**src/sct_pkg.sv**
```systemverilog
package sct_pkg;

    // Register indices; the byte address of each register is four times its index.
    localparam logic [5:0] IDX_CTRL = 6'h00;
    localparam logic [5:0] IDX_STATUS = 6'h01;
    localparam logic [5:0] IDX_IRQ_EN = 6'h02;
    localparam logic [5:0] IDX_IRQ_FLAGS = 6'h03;
    localparam logic [5:0] IDX_BYTE_LATCH = 6'h04;
    localparam logic [5:0] IDX_HALT_CTRL = 6'h05;
    localparam logic [5:0] IDX_CLK_SRC = 6'h07;
    localparam logic [5:0] IDX_COUNT = 6'h08;
    localparam logic [5:0] IDX_TOP = 6'h0A;
    localparam logic [5:0] IDX_MATCH = 6'h0C;
    localparam logic [5:0] IDX_TICK_CTRL = 6'h10;
    localparam logic [5:0] IDX_TICK_STATUS = 6'h11;
    localparam logic [5:0] IDX_TICK_IRQ_EN = 6'h12;
    localparam logic [5:0] IDX_TICK_IRQ_FLAGS = 6'h13;
    localparam logic [5:0] IDX_TICK_HALT = 6'h15;

    // Byte address bits decoded by the slave.
    localparam int ADDR_LSB = 2;
    localparam int ADDR_MSB = 7;

    // Field positions.
    localparam int WRAP_BIT = 0;
    localparam int MATCH_BIT = 1;
    localparam int TICK_IRQ_BIT = 0;
    localparam int RUN_HALTED_BIT = 0;

    // Synchronisation channels; 0 to 3 in the bit order of the status register, 4 is bit 0 of tick status.
    localparam int SYNC_CTRL = 0;
    localparam int SYNC_CNT = 1;
    localparam int SYNC_TOP = 2;
    localparam int SYNC_MATCH = 3;
    localparam int SYNC_TICK = 4;
    localparam int NSYNC = 5;

    // Slow clock edges from a register write until the new value acts.
    localparam logic [1:0] SYNC_EDGES = 2'h2;

    // Reset values.
    localparam logic [7:0] CTRL_RESET = 8'h00;
    localparam logic [15:0] TOP_RESET = 16'hFFFF;
    localparam logic [15:0] WORD_RESET = 16'h0000;
    localparam logic [7:0] BYTE_RESET = 8'h00;
    localparam logic [1:0] HTRANS_NONSEQ = 2'h2;

    typedef struct packed {
        logic keep_running_asleep;
        logic [3:0] prescale;
        logic [1:0] reserved;
        logic counter_enable;
    } sct_ctrl_t;

    typedef struct packed {
        logic reserved_hi;
        logic [3:0] period;
        logic [1:0] reserved;
        logic tick_enable;
    } sct_tick_ctrl_t;

endpackage

```
**src/sct_slow_counter.sv**
```systemverilog
// The AHB-Lite register port was chosen for this implementation.
`timescale 1ns/10ps
// Functional notes
// Counter interrupt output is shared by wrap and match sources.
// Separate tick interrupt output, raised each time the chosen tick interval elapses.
// Wrap occurs when the counter at top value returns to zero.
// Match occurs when the counter equals the match value.
// Every condition sets its flag, enabled or not.
// Each source has its own software enable bit.
// Request is high while enable and flag are both set.
// Counter keeps running in Idle sleep.
// In Standby the counter runs only if keep_running_asleep is set.
// Tick timer runs in every sleep mode regardless of keep_running_asleep.
// Counting runs on the slow clock; register updates act after synchronisation.
// Status shows four busy bits: match, top, count, control.
// Tick status shows one busy bit for the tick control register.
// Software waits for a busy bit to clear before rewriting that register.
// Prescale field bits 6:3 divides the slow clock by two to that power.
// Control write acts two slow clock edges later, busy covers that.
// Control bit 0 enables the counter; control resets to zero.
// Status bit 3 is high while the match value is synchronising.
// Writing one clears a flag, writing zero leaves it.
// Wrap is detected when counter matches top value then goes to zero.
// Counter advances one per divided tick while enabled, holds while disabled.
// Busy bits set on the bus write, clear once the value acts.
module sct_slow_counter (
    // Clock and reset.
    input wire logic hclk,
    input wire logic hresetn,
    // AHB-Lite slave.
    input wire logic hsel,
    input wire logic [31:0] haddr,
    input wire logic [1:0] htrans,
    input wire logic hwrite,
    input wire logic [2:0] hsize,
    input wire logic [31:0] hwdata,
    input wire logic hready,
    output logic hreadyout,
    output logic hresp,
    output logic [31:0] hrdata,
    // Slow count clock, sampled as a level.
    input wire logic slow_clk_in,
    // System state.
    input wire logic sleep_idle,
    input wire logic sleep_standby,
    input wire logic debug_halt,
    // Interrupt requests and events.
    output logic irq_counter,
    output logic irq_tick,
    output logic wrap_event,
    output logic match_event,
    output logic [1:0] clock_source
);

    logic ap_take;
    logic dp_wr_q;
    logic [5:0] dp_idx_q;
    logic [5:0] ap_idx;
    localparam int NSYNC_W = sct_pkg::NSYNC;
    logic [31:0] rd_mux;
    logic [NSYNC_W-1:0] sync_wr;
    logic [NSYNC_W-1:0] sync_done;
    logic [NSYNC_W-1:0] pending_q;

    sct_pkg::sct_ctrl_t ctrl_q;
    sct_pkg::sct_ctrl_t ctrl_e_q;
    sct_pkg::sct_tick_ctrl_t tick_ctrl_q;
    sct_pkg::sct_tick_ctrl_t tick_e_q;
    logic [15:0] cnt_wr_q;
    logic [15:0] count_q;
    logic [15:0] top_q;
    logic [15:0] top_e_q;
    logic [15:0] match_q;
    logic [15:0] match_e_q;
    logic [1:0] cen_q;
    logic [1:0] cflags_q;
    logic ten_q;
    logic tflag_q;
    logic [7:0] latch_q;
    logic run_halted_q;
    logic tick_run_halted_q;
    logic [1:0] clk_src_q;

    logic slow_q;
    logic slow_edge;
    logic [15:0] presc_q;
    logic [15:0] div_mask;
    logic div_hit;
    logic counter_run;
    logic tick_run;
    logic count_tick;
    logic wrap_c;
    logic match_c;
    logic tick_bit_q;
    logic tick_hit;
    logic [1:0] cflag_clr;
    logic tflag_clr;

    // Bus slave: zero wait states, always OKAY.
    assign hreadyout = 1'b1;
    assign hresp = 1'b0;
    assign ap_take = hsel && htrans == sct_pkg::HTRANS_NONSEQ && hready;
    assign ap_idx = haddr[sct_pkg::ADDR_MSB:sct_pkg::ADDR_LSB];

    always_ff @(posedge hclk or negedge hresetn) begin
        if (!hresetn) begin
            dp_wr_q <= 1'b0;
            dp_idx_q <= 6'h00;
        end else begin
            dp_wr_q <= ap_take && hwrite;
            dp_idx_q <= ap_idx;
        end
    end

    always_comb begin
        rd_mux = 32'h00000000;
        case (ap_idx)
            sct_pkg::IDX_CTRL: rd_mux[7:0] = ctrl_q;
            sct_pkg::IDX_STATUS: rd_mux[3:0] = pending_q[3:0];
            sct_pkg::IDX_IRQ_EN: rd_mux[1:0] = cen_q;
            sct_pkg::IDX_IRQ_FLAGS: rd_mux[1:0] = cflags_q;
            sct_pkg::IDX_BYTE_LATCH: rd_mux[7:0] = latch_q;
            sct_pkg::IDX_HALT_CTRL: rd_mux[0] = run_halted_q;
            sct_pkg::IDX_CLK_SRC: rd_mux[1:0] = clk_src_q;
            sct_pkg::IDX_COUNT: rd_mux[15:0] = count_q;
            sct_pkg::IDX_TOP: rd_mux[15:0] = top_q;
            sct_pkg::IDX_MATCH: rd_mux[15:0] = match_q;
            sct_pkg::IDX_TICK_CTRL: rd_mux[7:0] = tick_ctrl_q;
            sct_pkg::IDX_TICK_STATUS: rd_mux[0] = pending_q[sct_pkg::SYNC_TICK];
            sct_pkg::IDX_TICK_IRQ_EN: rd_mux[0] = ten_q;
            sct_pkg::IDX_TICK_IRQ_FLAGS: rd_mux[0] = tflag_q;
            sct_pkg::IDX_TICK_HALT: rd_mux[0] = tick_run_halted_q;
            default: rd_mux = 32'h00000000;
        endcase
    end

    always_ff @(posedge hclk or negedge hresetn) begin
        if (!hresetn) begin
            hrdata <= 32'h00000000;
        end else if (ap_take && !hwrite) begin
            hrdata <= rd_mux;
        end
    end

    // Plain bus-side registers.
    always_ff @(posedge hclk or negedge hresetn) begin
        if (!hresetn) begin
            ctrl_q <= sct_pkg::CTRL_RESET;
            tick_ctrl_q <= sct_pkg::CTRL_RESET;
            cnt_wr_q <= sct_pkg::WORD_RESET;
            top_q <= sct_pkg::TOP_RESET;
            match_q <= sct_pkg::WORD_RESET;
            cen_q <= 2'h0;
            ten_q <= 1'b0;
            latch_q <= sct_pkg::BYTE_RESET;
            run_halted_q <= 1'b0;
            tick_run_halted_q <= 1'b0;
            clk_src_q <= 2'h0;
        end else if (dp_wr_q) begin
            case (dp_idx_q)
                sct_pkg::IDX_CTRL: ctrl_q <= hwdata[7:0] & 8'hF9;
                sct_pkg::IDX_TICK_CTRL: tick_ctrl_q <= hwdata[7:0] & 8'h79;
                sct_pkg::IDX_COUNT: cnt_wr_q <= hwdata[15:0];
                sct_pkg::IDX_TOP: top_q <= hwdata[15:0];
                sct_pkg::IDX_MATCH: match_q <= hwdata[15:0];
                sct_pkg::IDX_IRQ_EN: cen_q <= hwdata[1:0];
                sct_pkg::IDX_TICK_IRQ_EN: ten_q <= hwdata[0];
                sct_pkg::IDX_BYTE_LATCH: latch_q <= hwdata[7:0];
                sct_pkg::IDX_HALT_CTRL: run_halted_q <= hwdata[sct_pkg::RUN_HALTED_BIT];
                sct_pkg::IDX_TICK_HALT: tick_run_halted_q <= hwdata[sct_pkg::RUN_HALTED_BIT];
                sct_pkg::IDX_CLK_SRC: clk_src_q <= hwdata[1:0];
                default: ;
            endcase
        end
    end

    assign clock_source = clk_src_q;

    // Slow clock rising edge; the input is already synchronous to hclk.
    always_ff @(posedge hclk or negedge hresetn) begin
        if (!hresetn) begin
            slow_q <= 1'b0;
        end else begin
            slow_q <= slow_clk_in;
        end
    end

    assign slow_edge = slow_clk_in && !slow_q;

    // Write strobes for the registers that cross into the slow domain.
    assign sync_wr[sct_pkg::SYNC_CTRL] = dp_wr_q && dp_idx_q == sct_pkg::IDX_CTRL;
    assign sync_wr[sct_pkg::SYNC_CNT] = dp_wr_q && dp_idx_q == sct_pkg::IDX_COUNT;
    assign sync_wr[sct_pkg::SYNC_TOP] = dp_wr_q && dp_idx_q == sct_pkg::IDX_TOP;
    assign sync_wr[sct_pkg::SYNC_MATCH] = dp_wr_q && dp_idx_q == sct_pkg::IDX_MATCH;
    assign sync_wr[sct_pkg::SYNC_TICK] = dp_wr_q && dp_idx_q == sct_pkg::IDX_TICK_CTRL;

    // Each channel stays busy from the write until the second slow edge.
    for (genvar i = 0; i < NSYNC_W; i++) begin : g_sync
        logic [1:0] edges_q;

        always_ff @(posedge hclk or negedge hresetn) begin
            if (!hresetn) begin
                pending_q[i] <= 1'b0;
                edges_q <= 2'h0;
            end else if (sync_wr[i]) begin
                pending_q[i] <= 1'b1;
                edges_q <= 2'h0;
            end else if (pending_q[i] && slow_edge) begin
                edges_q <= edges_q + 2'h1;
                if (edges_q == sct_pkg::SYNC_EDGES - 2'h1) begin
                    pending_q[i] <= 1'b0;
                end
            end
        end

        assign sync_done[i] = pending_q[i] && slow_edge && edges_q == sct_pkg::SYNC_EDGES - 2'h1;
    end

    // Values in effect in the slow domain.
    always_ff @(posedge hclk or negedge hresetn) begin
        if (!hresetn) begin
            ctrl_e_q <= sct_pkg::CTRL_RESET;
            tick_e_q <= sct_pkg::CTRL_RESET;
            top_e_q <= sct_pkg::TOP_RESET;
            match_e_q <= sct_pkg::WORD_RESET;
        end else begin
            if (sync_done[sct_pkg::SYNC_CTRL]) begin
                ctrl_e_q <= ctrl_q;
            end
            if (sync_done[sct_pkg::SYNC_TICK]) begin
                tick_e_q <= tick_ctrl_q;
            end
            if (sync_done[sct_pkg::SYNC_TOP]) begin
                top_e_q <= top_q;
            end
            if (sync_done[sct_pkg::SYNC_MATCH]) begin
                match_e_q <= match_q;
            end
        end
    end

    // Run conditions; Idle sleep does not enter either term.
    assign counter_run = ctrl_e_q.counter_enable
        && !(sleep_standby && !ctrl_e_q.keep_running_asleep)
        && !(debug_halt && !run_halted_q);
    assign tick_run = tick_e_q.tick_enable && !(debug_halt && !tick_run_halted_q);

    // Shared prescaler runs while either function runs and restarts from zero otherwise.
    always_ff @(posedge hclk or negedge hresetn) begin
        if (!hresetn) begin
            presc_q <= 16'h0000;
        end else if (!(counter_run || tick_run)) begin
            presc_q <= 16'h0000;
        end else if (slow_edge) begin
            presc_q <= presc_q + 16'h0001;
        end
    end

    assign div_mask = 16'((17'h00001 << ctrl_e_q.prescale) - 17'h00001);
    assign div_hit = (presc_q & div_mask) == div_mask;
    assign count_tick = slow_edge && counter_run && div_hit;
    assign wrap_c = count_tick && count_q == top_e_q;
    assign match_c = count_tick && count_q == match_e_q;

    always_ff @(posedge hclk or negedge hresetn) begin
        if (!hresetn) begin
            count_q <= sct_pkg::WORD_RESET;
        end else if (sync_done[sct_pkg::SYNC_CNT]) begin
            count_q <= cnt_wr_q;
        end else if (wrap_c) begin
            count_q <= 16'h0000;
        end else if (count_tick) begin
            count_q <= count_q + 16'h0001;
        end
    end

    // Tick fires on each rising edge of the selected prescaler bit.
    always_ff @(posedge hclk or negedge hresetn) begin
        if (!hresetn) begin
            tick_bit_q <= 1'b0;
        end else begin
            tick_bit_q <= presc_q[tick_e_q.period];
        end
    end

    assign tick_hit = tick_run && presc_q[tick_e_q.period] && !tick_bit_q;

    // Flags: a new event wins over a clear in the same cycle.
    assign cflag_clr = (dp_wr_q && dp_idx_q == sct_pkg::IDX_IRQ_FLAGS) ? hwdata[1:0] : 2'h0;
    assign tflag_clr = dp_wr_q && dp_idx_q == sct_pkg::IDX_TICK_IRQ_FLAGS && hwdata[sct_pkg::TICK_IRQ_BIT];

    always_ff @(posedge hclk or negedge hresetn) begin
        if (!hresetn) begin
            cflags_q <= 2'h0;
            tflag_q <= 1'b0;
        end else begin
            cflags_q <= (cflags_q & ~cflag_clr) | {match_c, wrap_c};
            tflag_q <= (tflag_q && !tflag_clr) || tick_hit;
        end
    end

    always_ff @(posedge hclk or negedge hresetn) begin
        if (!hresetn) begin
            wrap_event <= 1'b0;
            match_event <= 1'b0;
        end else begin
            wrap_event <= wrap_c;
            match_event <= match_c;
        end
    end

    assign irq_counter = |(cen_q & cflags_q);
    assign irq_tick = ten_q && tflag_q;
endmodule // sct_slow_counter

```
**config.mk**
```make
export PLATFORM = sky130hd
export DESIGN_NAME = sct_slow_counter
export DESIGN_NICKNAME = d
export VERILOG_FILES = /design/src/sct_pkg.sv /design/src/sct_slow_counter.sv
export SDC_FILE = /design/constraint.sdc
export NUM_CORES = 1
export LEC_CHECK = 0
export BUFFER_PORTS_ARGS = -buffer_cell sky130_fd_sc_hd__buf_2
export CELL_PAD_IN_SITES_DETAIL_PLACEMENT = 1
export CELL_PAD_IN_SITES_GLOBAL_PLACEMENT = 1
export CORE_UTILIZATION = 42
export DETAILED_ROUTE_END_ITERATION = 16
export PLACE_DENSITY_LB_ADDON = 0.1
export SYNTH_ARGS = -nofsm -noshare
export SYNTH_HDL_FRONTEND = slang
export SYNTH_SLANG_ARGS = --single-unit
```
**constraint.sdc**
```tcl
create_clock -name hclk -period 2.6 [get_ports hclk]
set_input_delay 0.13 -clock hclk [delete_from_list [all_inputs] [get_ports hclk]]
set_output_delay 0.13 -clock hclk [all_outputs]
set_load 0.02 [all_outputs]
```
==> results.py, run 1 <==
metrics = {
    "floorplanning": {
        "num_rows": 55,
        "die_w_um": 154,
        "pin_count": 118,
        "initial_utilization_pct": 42.9,
        "die-area_um2": 23800,
        "die_h_um": 154,
        "fp.coreArea_um2": 22700,
    },
    "finish": {
        "drive_above_1_share_pct": 25.9,
        "area_delta_synth_final_pct": 15.5,
        "diodes": 0,
        "fin_area_um2": 11200,
        "layout.nets": 1110,
    },
    "clock_tree": {
        "cts_htree_levels": 4,
        "tritoncts.num_buffers": 17,
        "insertion_delay_ns": 0.44,
        "clk_path_buf_depth": 2,
        "clkSinkCount": 194,
        "clockRootBuffer": "clkbuf_16",
        "cts_tree": "built",
        "clk_pin_slew_worst_paths_ns": 0.08,
    },
    "logic_synthesis": {
        "ys_types": 71,
        "ys_seq_area_share_pct": 50.3,
        "synth.top_cell.area_share_pct": 41.6,
        "synthTopCellsByArea": "dfrtp_1, mux2_2, dfstp_2, nand2_1, xor2_1",
        "synth_edf_count": 0,
        "syn_area_per_cell_um2": 10.4,
        "synth_area_leader_cell": "dfrtp_1",
        "synthTopCellsByCount": "nand2_1, dfrtp_1, mux2_2, nor2_1, xor2_1",
        "syn_inst": 940,
        "synthArstFlopShare_pct": 100,
        "ys_seq_elements": 194,
        "yosysWarnings": 0,
        "synth_ff_type": "dfrtp_1",
        "syn_area_um2": 9730,
        "yosysMostFrequentCell": "nand2_1",
    },
    "detailed_routing": {
        "drc_errors": 0,
        "ant_nets": 0,
        "wl_per_cell_um": 21.1,
        "met3_length_um": 780,
        "num_vias": 7358,
        "drtPass1Iterations": 4,
        "wl_um": 27900,
        "dr.max_layer_used": "met4",
        "routed-wl-met2_um": 12700,
        "met1_length_um": 14000,
        "avgViaCountPerCell": 5.57,
        "drt_iter0_markers": 316,
    },
    "power_and_ir_drop": {
        "cellPowerDensity_nw_per_um2": 840,
        "leakage_uw": 0.00498,
        "vdd_drop_max_v": 0.000419,
    },
    "setup_path": {
        "cp-end-kind": "register",
        "start_kind": "register",
        "critical_path_class": "reg -> reg",
        "worst-r2r-cell-count": 9,
        "cp_data_required_time_ns": 2.97,
        "r2r_setup_slack_ns": 0.09,
        "critPathMaxFanout": 7,
        "arrival_ns": 2.88,
        "rr_startpoint": "ctrl_e_q[5]$_DFFE_PN0P_",
        "rr_endpoint": "count_q[15]$_DFFE_PN0P_",
    },
    "global_routing": {
        "grt_max_degree": 66,
        "grt_pass1_vias": 7690,
        "gr-total-overflow": 0,
        "grtUsageTotal_pct": 24.8,
        "antenna_found_initial": 0,
        "grt_pass1_wl_um": 44700,
    },
    "hold_path": {
        "whs_path_depth": 3,
        "hold_path.startpoint": "htrans[0]",
        "hold_end": "dp_wr_q$_DFF_PN0_",
        "hold_class": "in -> reg",
    },
    "sta": {
        "rsz0062_at_grt": "yes",
        "drv_slew": 0,
        "fmax_ghz": 0.398,
        "fin_setup_tns_ns": 0,
        "tightest_slew_ns": 0.840,
        "slew_headroom_pct": 43.6,
        "setup_viol": 0,
        "post-route-period-util_pct": 96.6,
        "fin_skew_ns": 0.0143,
        "min_period_ns": 2.51,
        "final_hold_viol_count": 0,
    },
    "placed_design": {
        "dpl-instance-area_um2": 10300,
        "dp_hpwl_um": 19000,
        "gp_congestion": 0.805,
        "io_buffers": 53,
    },
    "flow_run": {
        "cap_violations": 0,
    },
    "outcome": {
        "status": "finished, final reports clean",
    },
}
==> area by class of cell <==
cell class	instances	area [µm²]
clock buffer	19	443
clock inverter	13	199
fill	2489	11500
inverter	17	63.8
multi-input combinational	673	4380
sequential	194	4890
tap	285	357
timing repair buffer	121	910
==> cell families (layout without fill, tap and decap cells) <==
family / Yosys count / count (layout) / share of synthesized area [%]
other: 2 / 18 / 0.0771
DFF: 194 / 194 / 50.3
and+or+nand+nor: 391 / 391 / 18.9
xor gates and xnor gates: 49 / 49 / 4.41
muxes: 92 / 92 / 11.4
buffers and inverters: 89 / 170 / 5.80
AOI/OAI and AO/OA: 115 / 115 / 8.10
adders and majority gates: 8 / 8 / 1.03
==> how the worst max path moves through the flow <==
| stage | slack [ns] | cells after the start | from | to |
|---|---|---|---|---|
| after floorplan | 0.22 | 9 | ctrl_e_q[4]$_DFFE_PN0P_ | count_q[3]$_DFFE_PN0P_ |
| after global routing | -0.06 | 9 | ctrl_e_q[5]$_DFFE_PN0P_ | count_q[10]$_DFFE_PN0P_ |
| after detailed placement | -0.09 | 8 | ctrl_e_q[6]$_DFFE_PN0P_ | count_q[15]$_DFFE_PN0P_ |
| after global placement | -0.002 | 8 | ctrl_e_q[6]$_DFFE_PN0P_ | count_q[11]$_DFFE_PN0P_ |
| final | 0.09 | 9 | ctrl_e_q[5]$_DFFE_PN0P_ | count_q[15]$_DFFE_PN0P_ |
| after CTS | 0.01 | 9 | ctrl_e_q[6]$_DFFE_PN0P_ | count_q[15]$_DFFE_PN0P_ |
==> per-layer routing <==
metal | GRT usage (%) | vias up
li1 | - | 3401
met1 | 36.5 | 3804
met2 | 38.1 | 126
met3 | 3.42 | 27
met4 | 7.19 | 0
met5 | 0 | -
==> worst max-delay path, cell delays in order, from the launching register on <==
cell and delay, ns:
dfrtp_1 0.40, nor3_2 0.24, nand2_1 0.14, ha_4 0.29, o221ai_2 0.09, a221oi_2 0.28, nand4_4 0.16, buf_12 0.17
or4_4 0.51, a31oi_2 0.17
==> stage by stage <==
stage,power [µW],hold slack [ns],util [%],setup slack (ns),instances
global route,9940,0.0148,49.5,-0.0573,1322
detailed placement,6480,0.167,45.2,-0.0933,1261
floorplan,5790,-0.166,-,0.221,956
finish,9440,0.00412,49.5,0.0874,1322
CTS,9460,0.00227,49.1,0.0116,1318
global placement,6410,0.174,45.2,-0.00242,1261
==> power by group <==
group / switching [µW] / internal, µW
Clock: 1270 / 1660
Sequential: 553 / 3630
Combinational: 1290 / 1030
==> cells in the final DEF (no fill, tap or decap), types with 8 or more instances in the layout <==
master	netlist	final
xor2_1	43	43
mux2i_1	8	8
nor2_1	67	67
nand4b_1	10	10
nand3_1	27	27
mux2_2	76	76
conb_1	2	18
nand2_1	200	200
inv_1	14	14
dlygate4sd3_1	0	23
a21oi_1	12	12
buf_2	10	52
nor3_1	10	9
o21ai_0	31	28
a22oi_1	10	10
buf_4	20	40
a22o_1	9	9
clkbuf_16	0	18
dfrtp_1	162	162
nor4_1	12	12
dfstp_2	32	32
a31oi_1	23	22
==> flip-flops by register name (all words and copies together) (netlist names), 8 cells and up <==
| signal | flops |
|---|---|
| top_e_q | 16 |
| hrdata | 16 |
| count_q | 16 |
| match_q | 16 |
| cnt_wr_q | 16 |
| g_sync.edges_q | 10 |
| top_q | 16 |
| presc_q | 16 |
| latch_q | 8 |
| match_e_q | 16 |
==> timing repair <==
| action | in CTS | in global routing |
|---|---|---|
| gates resized for setup | 0 | 9 |
| setup buffers | 2 | 3 |
| hold buffers | 23 | 0 |
| pin swaps | 1 | 11 |
| hold endpoints to repair | 108 | 0 |
| endpoints found under the setup margin | 7 | 7 |
| gates cloned | 0 | 1 |
Note: power is estimated with default switching activity, not from simulation.
==> run 2: changes to the inputs <==
CORE_ASPECT_RATIO = 1.4   (was default)
==> results.py, run 2 (same netlist as run 1, synthesis figures left out) <==
metrics = {
    "outcome": {
        "status": "finished, final reports clean",
    },
    "setup_path": {
        "crit_path_end": "count_q[8]$_DFFE_PN0P_",
        "worst-r2r-cell-count": 9,
        "cp-end-kind": "register",
        "rr_endpoint": "count_q[8]$_DFFE_PN0P_",
        "cp_data_required_time_ns": 2.96,
        "critical_path_class": "reg -> reg",
        "r2r_setup_slack_ns": 0.08,
        "arrival_ns": 2.88,
        "start_kind": "register",
        "cp-startpoint": "ctrl_e_q[5]$_DFFE_PN0P_",
        "critPathMaxFanout": 7,
        "rr_startpoint": "ctrl_e_q[5]$_DFFE_PN0P_",
    },
    "detailed_routing": {
        "ant_nets": 0,
        "wl_per_cell_um": 20.8,
        "num_vias": 7295,
        "wl_um": 27800,
        "drtPass1Iterations": 4,
        "drc_errors": 0,
        "avgViaCountPerCell": 5.46,
        "drt_iter0_markers": 357,
    },
    "sta": {
        "setup_viol": 0,
        "final_hold_viol_count": 0,
        "drv_slew": 0,
        "fmax_ghz": 0.397,
        "whs_ns": 0.0453,
        "rsz0062_at_grt": "yes",
        "slew_headroom_pct": 57.3,
        "fin_skew_ns": 0.0123,
        "tightest_slew_ns": 0.636,
        "min_period_ns": 2.52,
        "post-route-period-util_pct": 96.8,
    },
    "finish": {
        "final-seq-area_um2": 4890,
        "layout.nets": 1110,
        "fillers": 2543,
        "fin_cells": 1337,
        "drive_above_1_share_pct": 26.0,
        "final_common_cell": "nand2_1",
        "diodes": 0,
        "area_delta_synth_final_pct": 15.1,
        "final_cell_mix": "nand2_1, dfrtp_1, mux2_2, nor2_1, buf_2",
        "multi_input_area_um2": 4420,
    },
    "global_routing": {
        "grt_max_degree": 58,
        "grt_pass1_vias": 7806,
        "gr-total-overflow": 0,
        "grtUsageTotal_pct": 25.0,
        "antenna_found_initial": 1,
        "grt_pass1_wl_um": 44200,
    },
    "power_and_ir_drop": {
        "cellPowerDensity_nw_per_um2": 816,
        "seqPwrFrac_pct": 46.8,
        "swShare_pct": 34.3,
        "leakage_uw": 0.00497,
        "comb_power_share_pct": 25.0,
        "vdd_drop_max_v": 0.000464,
        "switchingPower_uw": 3140,
        "pwr-share-clk_pct": 28.3,
        "p_int_uw": 6000,
    },
    "placed_design": {
        "gp_congestion": 0.753,
        "dp.cells": 1273,
        "dp_hpwl_um": 19500,
        "io_buffers": 53,
    },
    "clock_tree": {
        "insertion_delay_ns": 0.44,
        "tritoncts.num_buffers": 17,
        "clkSinkCount": 194,
        "clk_path_buf_depth": 2,
        "cts_htree_levels": 4,
        "clockRootBuffer": "clkbuf_16",
        "cts_tree": "built",
        "clk_pin_slew_worst_paths_ns": 0.07,
    },
    "floorplanning": {
        "die_w_um": 131,
        "pin_count": 118,
        "die_h_um": 182,
        "die-area_um2": 23800,
        "num_rows": 65,
        "initial_utilization_pct": 43.1,
        "fp.coreArea_um2": 22600,
    },
    "flow_run": {
        "cap_violations": 0,
    },
    "hold_path": {
        "hold_class": "in -> reg",
    },
}
## run 2: cell types whose count changed in the layout (fill, tap and decap cells not counted), moves of 2 or more
cell / previous run / this run
bufinv_16: 4 / 1
clkinvlp_4: 4 / 1
clkinv_2: 0 / 3
buf_4: 40 / 38
inv_6: 2 / 4
## run 2: layout make-up
| class | count | share of cell area, % |
|---|---|---|
| Clock inverter | 12 | 1.08 |
| Sequential cell | 194 | 43.7 |
| Tap cell | 301 | 3.36 |
| Multi-Input combinational cell | 674 | 39.5 |
| Clock buffer | 19 | 3.87 |
| Inverter | 17 | 0.570 |
| Timing Repair Buffer | 120 | 7.95 |
## run 2: power groups by stage
stage / clock, µW / sequential, µW / combinational, µW
after floorplan: 0 / 4040 / 1750
after global placement: 0 / 4310 / 2130
after CTS: 2650 / 4280 / 2230
after global routing: 2750 / 4340 / 2560
final: 2580 / 4280 / 2280
after detailed placement: 0 / 4330 / 2180
## run 2: how the worst min path moves through the flow
stage / startpoint / to / slack (ns) / depth (start not counted)
finish: hwdata[0] / top_q[0]$_DFFE_PN1P_ / 0.05 / 3
global placement: hresetn / presc_q[12]$_DFFE_PN0P_ / 0.16 / 1
global route: hwdata[0] / top_q[0]$_DFFE_PN1P_ / 0.03 / 3
CTS: hwdata[0] / top_q[0]$_DFFE_PN1P_ / 0.03 / 3
floorplan: hresetn / cen_q[0]$_DFFE_PN0P_ / -0.17 / 0
detailed placement: hresetn / presc_q[12]$_DFFE_PN0P_ / 0.16 / 1
## run 2: metrics by stage
| step | util [%] | total power [µW] | area (µm²) | worst slack (ns) | setup TNS [ns] |
|---|---|---|---|---|---|
| 2_1_floorplan | - | 5790 | 9790 | 0.221 | 0 |
| 3_3_place_gp | 45.3 | 6440 | 10200 | 0.0675 | 0 |
| 3_5_place_dp | 45.3 | 6510 | 10200 | 0.0139 | 0 |
| 4_1_cts | 48.9 | 9160 | 11100 | 0.0221 | 0 |
| 5_1_grt | 49.5 | 9650 | 11200 | -0.0505 | -0.161 |
| 6_report | 49.5 | 9140 | 11200 | 0.0840 | 0 |
## run 2: layer usage
layer / track usage [%] / up-vias / wire length (µm) / part of all wire (%)
met2: 44.3 / 106 / 14800 / 53
met1: 30.4 / 3745 / 11700 / 42
li1: - / 3404 / - / -
met5: 0 / - / 0 / 0
met3: 3.87 / 40 / 716 / 2.6
met4: 8.41 / 0 / 617 / 2.2
## run 2: worst max-delay path, stage by stage, from the launching register on
cell	delay, ns
dfrtp_1	0.39
nor3_2	0.21
nand2_1	0.08
ha_2	0.33
o221ai_2	0.12
a221oi_4	0.28
nand4_4	0.23
buf_4	0.20
or4_4	0.41
a31oi_2	0.17
## run 2: timing repair
| action | CTS | global route |
|---|---|---|
| setup endpoints to repair | 6 | 14 |
| cloned | 0 | 1 |
| pin swaps | 1 | 7 |
| hold buffers | 24 | 0 |
| gates resized for setup | 0 | 16 |
| buffers inserted | 3 | 5 |
| hold endpoints to repair | 91 | 0 |
